File: config.mk
export PLATFORM = sky130hd
export DESIGN_NAME = safety_restart_lockout
export DESIGN_NICKNAME = d
export VERILOG_FILES = /design/src/lockout_pkg.sv /design/src/debounce_filter.sv /design/src/safety_restart_lockout.sv
export SDC_FILE = /design/constraint.sdc
export NUM_CORES = 1
export LEC_CHECK = 0
export ABC_CLOCK_PERIOD_IN_PS = 2000
export BUFFER_PORTS_ARGS = -buffer_cell sky130_fd_sc_hd__buf_2
export CAP_MARGIN = 30
export CORE_MARGIN = 10
export CORE_UTILIZATION = 47
export DETAILED_ROUTE_END_ITERATION = 8
export GPL_TIMING_DRIVEN = 1
export PLACE_DENSITY = 0.84
export SYNTH_ARGS = -nofsm -noshare
export SYNTH_HDL_FRONTEND = slang
export SYNTH_SLANG_ARGS = --single-unit
File: constraint.sdc
create_clock -name mclk_i -period 2 [get_ports mclk_i]
set_input_delay 0.2 -clock mclk_i [delete_from_list [all_inputs] [get_ports mclk_i]]
set_output_delay 0.2 -clock mclk_i [all_outputs]
set_load 0.005 [all_outputs]
File: src/lockout_pkg.sv
package lockout_pkg;

  ////////////////////////////////////////////////////////////////////////////
  // Clock and timing
  localparam int CLK_FREQ_MHZ = 100;
  localparam int DEBOUNCE_TIME_US = 10;
  localparam int DEBOUNCE_CYCLES = DEBOUNCE_TIME_US * CLK_FREQ_MHZ;
  localparam int BLINK_HALF_MS = 250;
  localparam int BLINK_HALF_CYCLES = BLINK_HALF_MS * 1000 * CLK_FREQ_MHZ;
  localparam int NUM_CHANNELS = 3;

  ////////////////////////////////////////////////////////////////////////////
  // Register map, byte addresses
  localparam int ADDR_W = 5;
  localparam logic [4:0] CTRL_OFS = 5'h00;
  localparam logic [4:0] STATUS_OFS = 5'h04;
  localparam logic [4:0] BEAM_OFS = 5'h08;
  localparam logic [4:0] POLL_OFS = 5'h0C;
  localparam logic [4:0] IRQ_STATUS_OFS = 5'h10;
  localparam logic [4:0] IRQ_MASK_OFS = 5'h14;

  ////////////////////////////////////////////////////////////////////////////
  // Field positions
  localparam int CTRL_RELEASE_BIT = 0;
  localparam int STATUS_LOCKOUT_BIT = 0;
  localparam int STATUS_SAFE_BIT = 1;
  localparam int STATUS_POLL_BIT = 2;
  localparam int IRQ_W = 3;
  localparam int IRQ_ENTER_BIT = 0;
  localparam int IRQ_RELEASE_BIT = 1;
  localparam int IRQ_POLL_BIT = 2;

  ////////////////////////////////////////////////////////////////////////////
  // Reset values
  localparam logic [2:0] IRQ_MASK_RESET = 3'h0;
  localparam logic CONTACT_IDLE = 1'b1;
  localparam logic BUTTON_IDLE = 1'b0;

  typedef enum logic [1:0] {ST_LOCKED, ST_ARMED, ST_RUN} run_state_type;

endpackage

File: src/debounce_filter.sv
`timescale 1ns/1ps
module debounce_filter
  import lockout_pkg::*;
#(
  parameter int CYCLES = DEBOUNCE_CYCLES,
  parameter logic INIT = 1'b0
) (
  // Clock and reset
  input wire logic mclk_i,
  input wire logic rst_b_i,
  // Raw and filtered level
  input wire logic raw_i,
  output logic stable_o
);

  localparam int CW = $clog2(CYCLES + 1);

  typedef struct packed {
    logic [CW-1:0] cnt;
    logic level;
  } filt_type;

  filt_type q;
  filt_type next_q;

  ////////////////////////////////////////////////////////////////////////////
  // Level accepted after CYCLES stable samples
  always_comb begin
    next_q = q;
    if (raw_i == q.level) begin
      next_q.cnt = '0;
    end else if (q.cnt == CW'(CYCLES - 1)) begin
      next_q.cnt = '0;
      next_q.level = raw_i;
    end else begin
      next_q.cnt = q.cnt + CW'(1);
    end
    if (!rst_b_i) begin
      next_q.cnt = '0;
      next_q.level = INIT;
    end
  end

  always_ff @(posedge mclk_i) begin
    q <= next_q;
  end

  assign stable_o = q.level;

endmodule

File: src/safety_restart_lockout.sv
//
// Contract
// (RULE1) Any interrupted beam puts the controller into restart lockout, shown by a blinking alarm indicator.
// (RULE2) Lockout ends only after the restart contact opens then closes, or the reset button is pressed; the code also releases on a CTRL write.
// (RULE3) Release requests are ignored while any beam is interrupted, so the lockout holds.
// (RULE4) The safety output stays off during lockout.
// (RULE5) Beam channel indications keep tracking the sensors during lockout to allow alignment.
// (RULE6) Each receiver's lens contamination report appears on its own yellow indicator.
// (RULE7) A separate yellow pollution indicator is driven for every channel from that channel's report.
// (RULE8) The collective pollution output is the OR of all channel contamination reports.
// (RULE9) Open then close are two debounced ordered edges; a close with no open since lockout entry does not release.
// (RULE10) Pollution signals never affect the lockout state or the safety output.
//
`timescale 1ns/1ps
module safety_restart_lockout
  import lockout_pkg::*;
#(
  parameter int NUM_CH = NUM_CHANNELS,
  parameter int DEBOUNCE_CNT = DEBOUNCE_CYCLES,
  parameter int BLINK_HALF_CNT = BLINK_HALF_CYCLES
) (
  // Clock and reset
  input wire logic mclk_i,
  input wire logic rst_b_i,
  // Avalon-MM slave
  input wire logic [ADDR_W-1:0] avs_address_i,
  input wire logic avs_read_i,
  input wire logic avs_write_i,
  input wire logic [31:0] avs_writedata_i,
  input wire logic [3:0] avs_byteenable_i,
  output logic [31:0] avs_readdata_o,
  output logic avs_waitrequest_o,
  output logic irq_o,
  // Receivers and contacts
  input wire logic [NUM_CH-1:0] beam_clear_i,
  input wire logic [NUM_CH-1:0] pollution_i,
  input wire logic restart_contact_i,
  input wire logic reset_button_i,
  // Relay and indicators
  output logic safety_o,
  output logic restart_lockout_o,
  output logic alarm_lockout_indicator_o,
  output logic [NUM_CH-1:0] chan_ok_o,
  output logic [NUM_CH-1:0] poll_led_o,
  output logic pollution_output_o
);

  localparam int BW = $clog2(BLINK_HALF_CNT + 1);

  typedef struct packed {
    run_state_type state;
    logic safe;
    logic [BW-1:0] blink_cnt;
    logic blink;
    logic [NUM_CH-1:0] chan_ok;
    logic [NUM_CH-1:0] poll_led;
    logic poll_out;
    logic contact_prev;
    logic button_prev;
    logic [IRQ_W-1:0] irq_status;
    logic [IRQ_W-1:0] irq_mask;
    logic ack;
    logic [31:0] rdata;
  } state_type;

  state_type q;
  state_type next_q;
  logic contact_db;
  logic button_db;
  logic all_clear;
  logic open_edge;
  logic close_edge;
  logic button_edge;
  logic sw_release;
  logic bus_req;
  logic bus_do;
  logic [IRQ_W-1:0] irq_set;
  logic [IRQ_W-1:0] irq_clr;

  ////////////////////////////////////////////////////////////////////////////
  // Contact filters
  debounce_filter #(
    .CYCLES(DEBOUNCE_CNT),
    .INIT(CONTACT_IDLE)
  ) contact_filt (
    .mclk_i(mclk_i),
    .rst_b_i(rst_b_i),
    .raw_i(restart_contact_i),
    .stable_o(contact_db)
  );

  debounce_filter #(
    .CYCLES(DEBOUNCE_CNT),
    .INIT(BUTTON_IDLE)
  ) button_filt (
    .mclk_i(mclk_i),
    .rst_b_i(rst_b_i),
    .raw_i(reset_button_i),
    .stable_o(button_db)
  );

  ////////////////////////////////////////////////////////////////////////////
  // Request decode
  assign all_clear = &beam_clear_i;
  assign open_edge = q.contact_prev & ~contact_db; // [RULE9]
  assign close_edge = ~q.contact_prev & contact_db; // [RULE9]
  assign button_edge = ~q.button_prev & button_db;
  assign bus_req = avs_read_i | avs_write_i;
  assign bus_do = bus_req & q.ack;
  assign sw_release = avs_write_i & q.ack & (avs_address_i == CTRL_OFS) & avs_byteenable_i[0]
                      & avs_writedata_i[CTRL_RELEASE_BIT];
  assign avs_waitrequest_o = bus_req & ~q.ack;

  ////////////////////////////////////////////////////////////////////////////
  // Next state
  always_comb begin
    next_q = q;
    irq_set = '0;
    irq_clr = '0;
    next_q.contact_prev = contact_db;
    next_q.button_prev = button_db;
    // Lockout sequencing, pollution not consulted here [RULE10]
    unique case (q.state)
      ST_RUN: begin
        if (!all_clear) begin
          next_q.state = ST_LOCKED; // [RULE1]
        end
      end
      ST_LOCKED: begin
        if (!all_clear) begin
          next_q.state = ST_LOCKED; // [RULE3]
        end else if (button_edge || sw_release) begin
          next_q.state = ST_RUN; // [RULE2]
        end else if (open_edge) begin
          next_q.state = ST_ARMED; // [RULE9]
        end
      end
      ST_ARMED: begin
        if (!all_clear) begin
          next_q.state = ST_LOCKED; // [RULE3]
        end else if (close_edge || button_edge || sw_release) begin
          next_q.state = ST_RUN; // [RULE2]
        end
      end
      default: next_q.state = ST_LOCKED;
    endcase
    next_q.safe = (next_q.state == ST_RUN); // [RULE4]
    // Alarm blink while locked
    if (q.state != ST_RUN) begin
      if (q.blink_cnt == BW'(BLINK_HALF_CNT - 1)) begin
        next_q.blink_cnt = '0;
        next_q.blink = ~q.blink; // [RULE1]
      end else begin
        next_q.blink_cnt = q.blink_cnt + BW'(1);
      end
    end else begin
      next_q.blink_cnt = '0;
      next_q.blink = 1'b0;
    end
    // Channel indicators in every state
    next_q.chan_ok = beam_clear_i; // [RULE5]
    next_q.poll_led = pollution_i; // [RULE6] [RULE7]
    next_q.poll_out = |pollution_i; // [RULE8]
    // Events
    irq_set[IRQ_ENTER_BIT] = (q.state == ST_RUN) && (next_q.state != ST_RUN);
    irq_set[IRQ_RELEASE_BIT] = (q.state != ST_RUN) && (next_q.state == ST_RUN);
    irq_set[IRQ_POLL_BIT] = ~q.poll_out & next_q.poll_out;
    // Bus: one wait cycle, read data captured before accept
    next_q.ack = bus_req & ~q.ack;
    if (bus_req && !q.ack) begin
      unique case (avs_address_i)
        STATUS_OFS: begin
          next_q.rdata = '0;
          next_q.rdata[STATUS_LOCKOUT_BIT] = (q.state != ST_RUN);
          next_q.rdata[STATUS_SAFE_BIT] = q.safe;
          next_q.rdata[STATUS_POLL_BIT] = q.poll_out;
        end
        BEAM_OFS: next_q.rdata = 32'(q.chan_ok);
        POLL_OFS: next_q.rdata = 32'(q.poll_led);
        IRQ_STATUS_OFS: next_q.rdata = 32'(q.irq_status);
        IRQ_MASK_OFS: next_q.rdata = 32'(q.irq_mask);
        default: next_q.rdata = '0;
      endcase
    end
    if (bus_do && avs_read_i && avs_address_i == IRQ_STATUS_OFS) begin
      irq_clr = q.rdata[IRQ_W-1:0];
    end
    if (bus_do && avs_write_i && avs_address_i == IRQ_MASK_OFS && avs_byteenable_i[0]) begin
      next_q.irq_mask = avs_writedata_i[IRQ_W-1:0];
    end
    // Set wins over read-clear
    next_q.irq_status = (q.irq_status & ~irq_clr) | irq_set;
    if (!rst_b_i) begin
      next_q = '0;
      next_q.state = ST_LOCKED;
      next_q.contact_prev = CONTACT_IDLE;
      next_q.button_prev = BUTTON_IDLE;
      next_q.irq_mask = IRQ_MASK_RESET;
    end
  end

  always_ff @(posedge mclk_i) begin
    q <= next_q;
  end

  ////////////////////////////////////////////////////////////////////////////
  // Outputs
  assign safety_o = q.safe;
  assign restart_lockout_o = (q.state != ST_RUN);
  assign alarm_lockout_indicator_o = q.blink;
  assign chan_ok_o = q.chan_ok;
  assign poll_led_o = q.poll_led;
  assign pollution_output_o = q.poll_out;
  assign avs_readdata_o = q.rdata;
  assign irq_o = |(q.irq_status & q.irq_mask);

  logic [BW:0] lock_cycles;
  always_ff @(posedge mclk_i) begin
    if (!rst_b_i || q.state == ST_RUN) begin
      lock_cycles <= '0;
    end else if (lock_cycles != {1'b1, {BW{1'b0}}}) begin
      lock_cycles <= lock_cycles + (BW + 1)'(1);
    end
  end
endmodule

==> results.toml, run 1 <==
[synthesis]
syn_area_per_cell_um2 = 8.896
ys.flop_type = "dfxtp_1"
synth.distinct_cells = 42
ys_seq_area_share_pct = 42.12
synthArstFlopShare_pct = 0
synth_area_mm2 = 0.003327
synth_top_cell_by_area = "dfxtp_1"
synth_top_area_share_pct = 42.12
synth_edf_count = 0
ys_ff_latch = 70
synthTopCellsByArea = "dfxtp_1 42%, buf_4 8.6%, nor2_1 4.7%"
yosys_warnings = 0
synth_cells = 374

[timing]
hold_violations = 0
finClkSkew_ns = 0.006488
rsz0062_at_grt = "no"
tns_ns = 0
fmax_mhz = 535.3
slew_headroom_pct = 63.72
fin_crit_sh_pct = 93.41
setup_viol = 0
slew_violations = 0
period_needed_ns = 1.868
worstMarginPinSlew_ns = 0.5366

[power_and_ir_drop]
irDropWorstVdd_v = 0.0005077
total_power_mw = 2.952
power.density_mw_per_mm2 = 797.9
power_leakage_nw = 1.417

[setup_path]
path_buf_inv = 0
crit_required_ns = 2.28
crit_slowest_cell = "or4_4"
cp_slowest_stage_delay_ns = 0.63
cp.arrival_ns = 2.14
cp_top_family = "simple AND/OR/NAND/NOR gates"
crit_path_end_kind = "flip-flop"
crit_type = "reg2reg"
crit_path_start_kind = "flip-flop"
path_cells = "nand2_1 > or4_4 > or4_1 > a21oi_1"
critical_path.max_fanout = 14
reg2reg_slack_ns = 0.13

[placement]
portBuffers = 35
place.gp.congestion = 0.8029
post-dp-hpwl_mm = 5.184

[detailed_routing]
wl_mm = 6.912
via_per_inst = 5.132
drc = 0
wl_per_cell_um = 13.63
drt-pass1-iter-count = 5
vias = 2602
drtIter0Drc = 141
postRouteAntennaNets = 0

[run]
maxCapViolCount = 0

[floorplan]
die-area_mm2 = 0.01084
io_pins = 97
die_h_um = 104.1
die_w_um = 104.1
coreArea_mm2 = 0.006832
initial_utilization_pct = 48.70
num_rows = 30

[clock_network]
cts_inserted_buffers = 9
postCtsHoldBufs = 0
clk_path_buf_depth = 2
cts.clk_slew.worst_paths_ns = 0.08
worstSkewPairLatency_ns = 0.34
clock-sinks = 70
cts.repair.resized = 0
post_cts_buffers = 0
cts_tree = "yes"
htree_levels = 3
ctsRootBufferMaster = "clkbuf_8"

[layout]
antenna_cells = 0
regArea_mm2 = 0.001401
n_fill_cell = 611
area_delta_synth_final_pct = 11.21
layout.nets = 462
drive_gt1_share_pct = 15.33
multi_input_area_mm2 = 0.001674

[global_route]
grt_usage_pct = 12.26
grt_pass1_wl_mm = 11.44
grt_overflow = 0
antenna_found_initial = 0
first_global_vias = 2500
grt_max_degree = 26

[worst_hold_path]
hold_path_class = "in2reg"

[outcome]
status = "finished, final reports clean"
-- cells in the final DEF, fill, tap and decap left out, types with 7 or more instances in the layout --
cell type,synthesis,routed
mux2i_1,11,11
conb_1,1,29
nand3_1,16,16
inv_1,9,9
buf_2,1,35
or4_1,10,10
nand2_1,23,23
nor2_1,42,42
nor2b_1,7,7
clkbuf_8,0,9
and2_1,13,13
nand4_1,15,15
o31ai_1,12,11
a21oi_1,10,10
dfxtp_1,70,70
xor2_1,16,16
xnor2_1,13,13
-- stage by stage --
| step | util (%) | instances | hold slack [ns] | instance area, µm² | setup slack, ns |
|---|---|---|---|---|---|
| floorplan | - | 402 | 0.3217 | 3432 | 0.1480 |
| global placement | 50.57 | 491 | 0.4209 | 3455 | 0.1556 |
| detailed placement | 50.57 | 491 | 0.4278 | 3455 | 0.1203 |
| CTS | 54.16 | 507 | 0.06402 | 3700 | 0.1056 |
| global route | 54.16 | 507 | 0.07249 | 3700 | 0.05683 |
| finish | 54.16 | 507 | 0.07941 | 3700 | 0.1318 |
-- worst paths after layout --
path	from	end	depth (start not counted)
max	q[64]	q[73]	4
min	pollution_i[0]	poll_led_o[0]	2
max reg2reg	q[64]	q[73]	4
min reg2reg	q[49]	q[49]	1
-- cells by family after synthesis --
kind of cell	Yosys count	share of synthesized area, %
other	1	0.1127
buffers and inverters	56	10.87
xor gates and xnor gates	29	7.634
DFF	70	42.12
AOI/OAI and AO/OA	46	9.403
and+or+nand+nor	158	25.42
adders and majority gates	3	1.128
muxes	11	3.310
-- cells in the mapped netlist (all sizes together), types with 7 or more instances --
cell / instances
dfxtp: 70
nor2: 42
buf: 40
nand2: 23
nand3: 16
xor2: 16
nand4: 15
and2: 13
or4: 13
xnor2: 13
a21oi: 12
o31ai: 12
mux2i: 11
inv: 9
clkbuf: 7
nor2b: 7
-- layout make-up --
cell class	count	share of cell area [%]
timing repair buffer	40	6.087
tap	96	3.247
sequential	70	37.88
clock buffer	9	3.348
multi-input combinational	276	45.25
inverter	9	0.9131
clock inverter	7	3.280
-- power breakdown --
group	leakage, nW	switching, mW	total [mW]	internal, mW
logic	0.737	0.0900	0.150	0.0602
registers	0.568	0.0174	1.44	1.42
clock network	0.112	0.533	1.36	0.831
-- layer usage --
metal	share of wire, %	up-vias	GRT usage, %	wire length [µm]
li1	-	1316	-	-
met1	43	1217	13.81	2974
met2	50	60	21.22	3448
met3	6.2	9	4.523	430
met4	0.85	0	3.280	59
met5	0	-	0	0
-- registers in the layout, indices dropped and copies added, names as in the netlist --
register / count
button_filt.stable_o: 1
contact_filt.stable_o: 1
alarm_lockout_indicator_o: 1
q: 36
poll_led_o: 3
contact_filt.q: 10
safety_o: 1
avs_readdata_o: 3
chan_ok_o: 3
button_filt.q: 10
pollution_output_o: 1
(Power assumes the default switching activity.)
==> run 2, diff against run 1 <==
--- a/config.mk
+++ b/config.mk
@@ -5,14 +5,14 @@
 export SDC_FILE = /design/constraint.sdc
 export NUM_CORES = 1
 export LEC_CHECK = 0
-export ABC_CLOCK_PERIOD_IN_PS = 2000
+export ABC_CLOCK_PERIOD_IN_PS = 1900
 export BUFFER_PORTS_ARGS = -buffer_cell sky130_fd_sc_hd__buf_2
 export CAP_MARGIN = 30
 export CORE_MARGIN = 10
-export CORE_UTILIZATION = 47
+export CORE_UTILIZATION = 52
 export DETAILED_ROUTE_END_ITERATION = 8
 export GPL_TIMING_DRIVEN = 1
-export PLACE_DENSITY = 0.84
+export PLACE_DENSITY = 0.88
 export SYNTH_ARGS = -nofsm -noshare
 export SYNTH_HDL_FRONTEND = slang
 export SYNTH_SLANG_ARGS = --single-unit
==> constraint.sdc (replaced) <==
create_clock -name mclk_i -period 1.9 [get_ports mclk_i]
set_input_delay 0.19 -clock mclk_i [delete_from_list [all_inputs] [get_ports mclk_i]]
set_output_delay 0.19 -clock mclk_i [all_outputs]
set_load 0.005 [all_outputs]
==> results.toml, run 2 (synthesized netlist as in run 1, its figures left out) <==
[global_route]
grt_max_degree = 24
antenna_found_initial = 0
grt_overflow = 0
grt_pass1_wl_mm = 11.43
first_global_vias = 2620
grt_usage_pct = 13.60

[detailed_routing]
drc = 0
wl_per_cell_um = 13.76
vias = 2654
drt-pass1-iter-count = 7
postRouteAntennaNets = 0
wl_mm = 6.756
via_per_inst = 5.405
drtIter0Drc = 188

[clock_network]
ctsRootBufferMaster = "clkbuf_8"
worstSkewPairLatency_ns = 0.35
cts.clk_slew.worst_paths_ns = 0.08
htree_levels = 3
cts_tree = "yes"
cts_inserted_buffers = 9
clock-sinks = 70
clk_path_buf_depth = 2

[worst_hold_path]
hold_path_class = "in2reg"
whs_endpoint = "poll_led_o[1]"
holdCritStartpoint = "pollution_i[1]"
whs_path_depth = 2

[power_and_ir_drop]
p_seq_share_pct = 46.5
p_sw_mw = 0.6885
power_leakage_nw = 1.453
total_power_mw = 3.257
combPwrFrac_pct = 4.8
p_int_mw = 2.568
swShare_pct = 21.14
clkPwrFrac_pct = 48.7
power.density_mw_per_mm2 = 875.5
irDropWorstVdd_v = 0.0007119

[timing]
hold_violations = 0
layout_setup_ws_ns = 0.09823
tns_ns = 0
period_needed_ns = 1.802
slew_headroom_pct = 57.78
setup_viol = 0
worstMarginPinSlew_ns = 0.6245
slew_violations = 0
fmax_mhz = 555.0
rsz0062_at_grt = "no"
fin_crit_sh_pct = 94.83
finClkSkew_ns = 0.006543

[run]
maxCapViolCount = 0

[setup_path]
crit_path_end_kind = "flip-flop"
critical_path.max_fanout = 14
worst-r2r-cell-count = 4
cp_slowest_stage_delay_ns = 0.62
path_buf_inv = 0
crit_path_start_kind = "flip-flop"
timing.rr.end = "q[73]"
crit_cells = 4
crit_type = "reg2reg"
path_cells = "nand2_1 > or4_4 > or4_1 > a21oi_1"
crit_slowest_cell = "or4_4"
reg2reg_slack_ns = 0.1
cp_top_family = "simple AND/OR/NAND/NOR gates"
crit_required_ns = 2.18
cp.arrival_ns = 2.08
rr_startpoint = "q[66]"

[placement]
post-place-ws_ns = 0.06185
post-dp-hpwl_mm = 4.908
place.gp.congestion = 0.9253
portBuffers = 35

[floorplan]
initial_utilization_pct = 53.00
die-area_mm2 = 0.009997
num_rows = 29
die_h_um = 99.99
coreArea_mm2 = 0.006277
die_w_um = 99.99
io_pins = 97

[layout]
top_regs = "q x36, button_filt.q x10, contact_filt.q x10"
mostFrequentLayoutCell = "dfxtp_1"
antenna_cells = 0
area_delta_synth_final_pct = 11.81
largest-register = "q"
drive_gt1_share_pct = 17.39
n_fill_cell = 502
layout.nets = 465
largest_reg_flops = 36
final_cell_mix = "65 x dfxtp_1, 42 x nor2_1, 35 x buf_2"

[outcome]
status = "finished, final reports clean"
## run 2: worst max-delay path by stage
stage | startpoint | to | slack (ns)
after floorplan | q[62] | q[72] | 0.05
after global placement | q[65] | q[73] | 0.11
after detailed placement | q[65] | q[73] | 0.06
after CTS | q[65] | q[73] | 0.04
after global routing | q[64] | q[56] | 0.002
final | q[66] | q[73] | 0.1
## run 2: final cells by class
| cell class | count | area, µm² | area share (%) |
|---|---|---|---|
| Multi-Input combinational cell | 276 | 1677 | 45.07 |
| Tap cell | 77 | 96.34 | 2.590 |
| Clock buffer | 9 | 123.9 | 3.330 |
| Timing Repair Buffer | 43 | 235.2 | 6.324 |
| Sequential cell | 70 | 1408 | 37.84 |
| Clock inverter | 7 | 146.4 | 3.935 |
| Inverter | 9 | 33.78 | 0.9082 |
## run 2: what timing repair did
action | CTS | global route
hold buffers | 0 | 0
endpoints found under the setup margin | 0 | 19
resized for setup | 0 | 6
buffers inserted | 0 | 0
## run 2: power groups by stage
stage / logic [mW] / clock network, mW / registers (mW)
after floorplan: 0.149 / 0 / 1.54
after global placement: 0.148 / 0 / 1.55
after detailed placement: 0.151 / 0 / 1.55
after CTS: 0.153 / 1.60 / 1.51
after global routing: 0.179 / 1.67 / 1.52
final: 0.156 / 1.59 / 1.51
## run 2: per-layer routing
metal	vias to the layer above	global-route usage, %	share of wire (%)
met5	-	0	0
met4	0	4.891	1.4
met3	9	5.426	8.2
met2	89	22.60	47
met1	1235	15.43	43
li1	1321	-	-
## run 2: per-stage QoR
stage | cell area (µm²) | hold WS [ns] | utilization [%] | instances
floorplan | 3432 | 0.3117 | - | 402
global placement | 3441 | 0.4067 | 54.81 | 475
detailed placement | 3441 | 0.4139 | 54.81 | 475
CTS | 3711 | 0.05398 | 59.12 | 491
global route | 3720 | 0.05611 | 59.26 | 491
finish | 3720 | 0.05518 | 59.26 | 491
==> run 3, diff against run 2 <==
--- a/config.mk
+++ b/config.mk
@@ -12,6 +12,7 @@
 export CORE_UTILIZATION = 52
 export DETAILED_ROUTE_END_ITERATION = 8
 export GPL_TIMING_DRIVEN = 1
+export HOLD_SLACK_MARGIN = 0.08
 export PLACE_DENSITY = 0.88
 export SYNTH_ARGS = -nofsm -noshare
 export SYNTH_HDL_FRONTEND = slang
==> results.toml, run 3 (synthesized netlist as in run 1, its figures left out) <==
[setup_path]
crit_path_end_kind = "flip-flop"
crit_required_ns = 2.18
critical_path.max_fanout = 14
crit_path_start_kind = "flip-flop"
crit_type = "reg2reg"
cp.arrival_ns = 2.08

[timing]
rsz0062_at_grt = "no"
hold_violations = 0
worstMarginPinSlew_ns = 0.6363
setup_viol = 0
fin_crit_sh_pct = 94.91
finClkSkew_ns = 0.006125
fmax_mhz = 554.6
slew_headroom_pct = 56.98
layout_setup_ws_ns = 0.09679
hold_ws_ns = 0.08849
period_needed_ns = 1.803
slew_violations = 0
tns_ns = 0

[placement]
post-dp-hpwl_mm = 4.908
dp_cells = 475
dpl_cell_area_mm2 = 0.003441
place.gp.congestion = 0.9253
portBuffers = 35
post-place-ws_ns = 0.06185

[layout]
layout.nets = 471
final_util_pct = 60.22
fin_cells = 497
area_delta_synth_final_pct = 13.61
drive_gt1_share_pct = 17.14
largest-register = "q"
antenna_cells = 0
mostFrequentLayoutCell = "dfxtp_1"
top_regs = "q x36, button_filt.q x10, contact_filt.q x10"
final_cell_mix = "65 x dfxtp_1, 42 x nor2_1, 35 x buf_2"
largest_reg_flops = 36
design_area_mm2 = 0.003780

[floorplan]
num_rows = 29
die-area_mm2 = 0.009997
die_h_um = 99.99
initial_utilization_pct = 53.00
coreArea_mm2 = 0.006277
die_w_um = 99.99
io_pins = 97

[global_route]
antenna_found_initial = 0
grt_pass1_wl_mm = 11.77
grt_usage_pct = 14.05
first_global_vias = 2676
grt_max_degree = 24
grt_overflow = 0

[power_and_ir_drop]
p_seq_share_pct = 46.4
power_leakage_nw = 1.478
swShare_pct = 21.13
p_sw_mw = 0.6903
power.density_mw_per_mm2 = 864.2
irDropWorstVdd_v = 0.0007123
p_int_mw = 2.576
combPwrFrac_pct = 5.1
total_power_mw = 3.266
clkPwrFrac_pct = 48.5

[detailed_routing]
vias = 2695
postRouteAntennaNets = 0
drt-pass1-iter-count = 5
wl_mm = 6.928
via_per_inst = 5.423
wl_per_cell_um = 13.94
drtIter0Drc = 178
drc = 0

[clock_network]
post_cts_buffers = 0
cts_inserted_buffers = 9
cts_tree = "yes"
cts.clk_slew.worst_paths_ns = 0.07
worstSkewPairLatency_ns = 0.34
ctsRootBufferMaster = "clkbuf_8"
clk_path_buf_depth = 2
htree_levels = 3
clock-sinks = 70

[worst_hold_path]
hold_path_class = "in2reg"

[outcome]
status = "finished, final reports clean"

[run]
maxCapViolCount = 0
==> run 3: cell types whose count changed in the layout (fill, tap and decap cells not counted), sizes merged <==
cell         previous run  this run
dlygate4sd3             0         6
==> run 3: worst paths after layout <==
path	from	endpoint	slack, ns	cells past startpoint
max	q[66]	q[73]	0.1	4
min reg2reg	contact_filt.q[1]	contact_filt.q[1]	0.45	1
min	beam_clear_i[0]	chan_ok_o[0]	0.09	2
max reg2reg	q[66]	q[73]	0.1	4
==> run 3: critical path, cell delays in order, from the launching register on <==
cell,delay [ns]
dfxtp_1,0.38
nand2_1,0.07
or4_4,0.62
or4_1,0.53
a21oi_1,0.14
==> run 3: area by class of cell <==
type / count / area (µm²)
fillers: 493 / 2497
repair buffers: 49 / 295.3
well taps: 77 / 96.34
inverters: 9 / 33.78
clock inverters: 7 / 146.4
multi-input cells: 276 / 1677
flip-flops and latches: 70 / 1408
clock buffers: 9 / 123.9
==> run 3: power groups by stage <==
| stage | Clock [mW] | Sequential (mW) | Combinational, mW |
|---|---|---|---|
| after floorplan | 0 | 1.54 | 0.149 |
| after global placement | 0 | 1.55 | 0.148 |
| after detailed placement | 0 | 1.55 | 0.151 |
| after CTS | 1.60 | 1.51 | 0.163 |
| after global routing | 1.67 | 1.52 | 0.191 |
| final | 1.59 | 1.51 | 0.166 |
==> run 3: metal layers <==
metal,vias to the layer above,track usage (%),wire length [µm]
met4,0,4.783,89
met3,13,5.838,569
met5,-,0,0
met1,1258,15.30,2874
met2,91,24.09,3395
li1,1333,-,-
==> run 3: what timing repair did <==
action / 4_1_cts / 5_1_grt
endpoints found under the setup margin: 0 / 19
resized for setup: 0 / 6
hold buffers: 6 / 0
endpoints found under the hold margin: 6 / 0
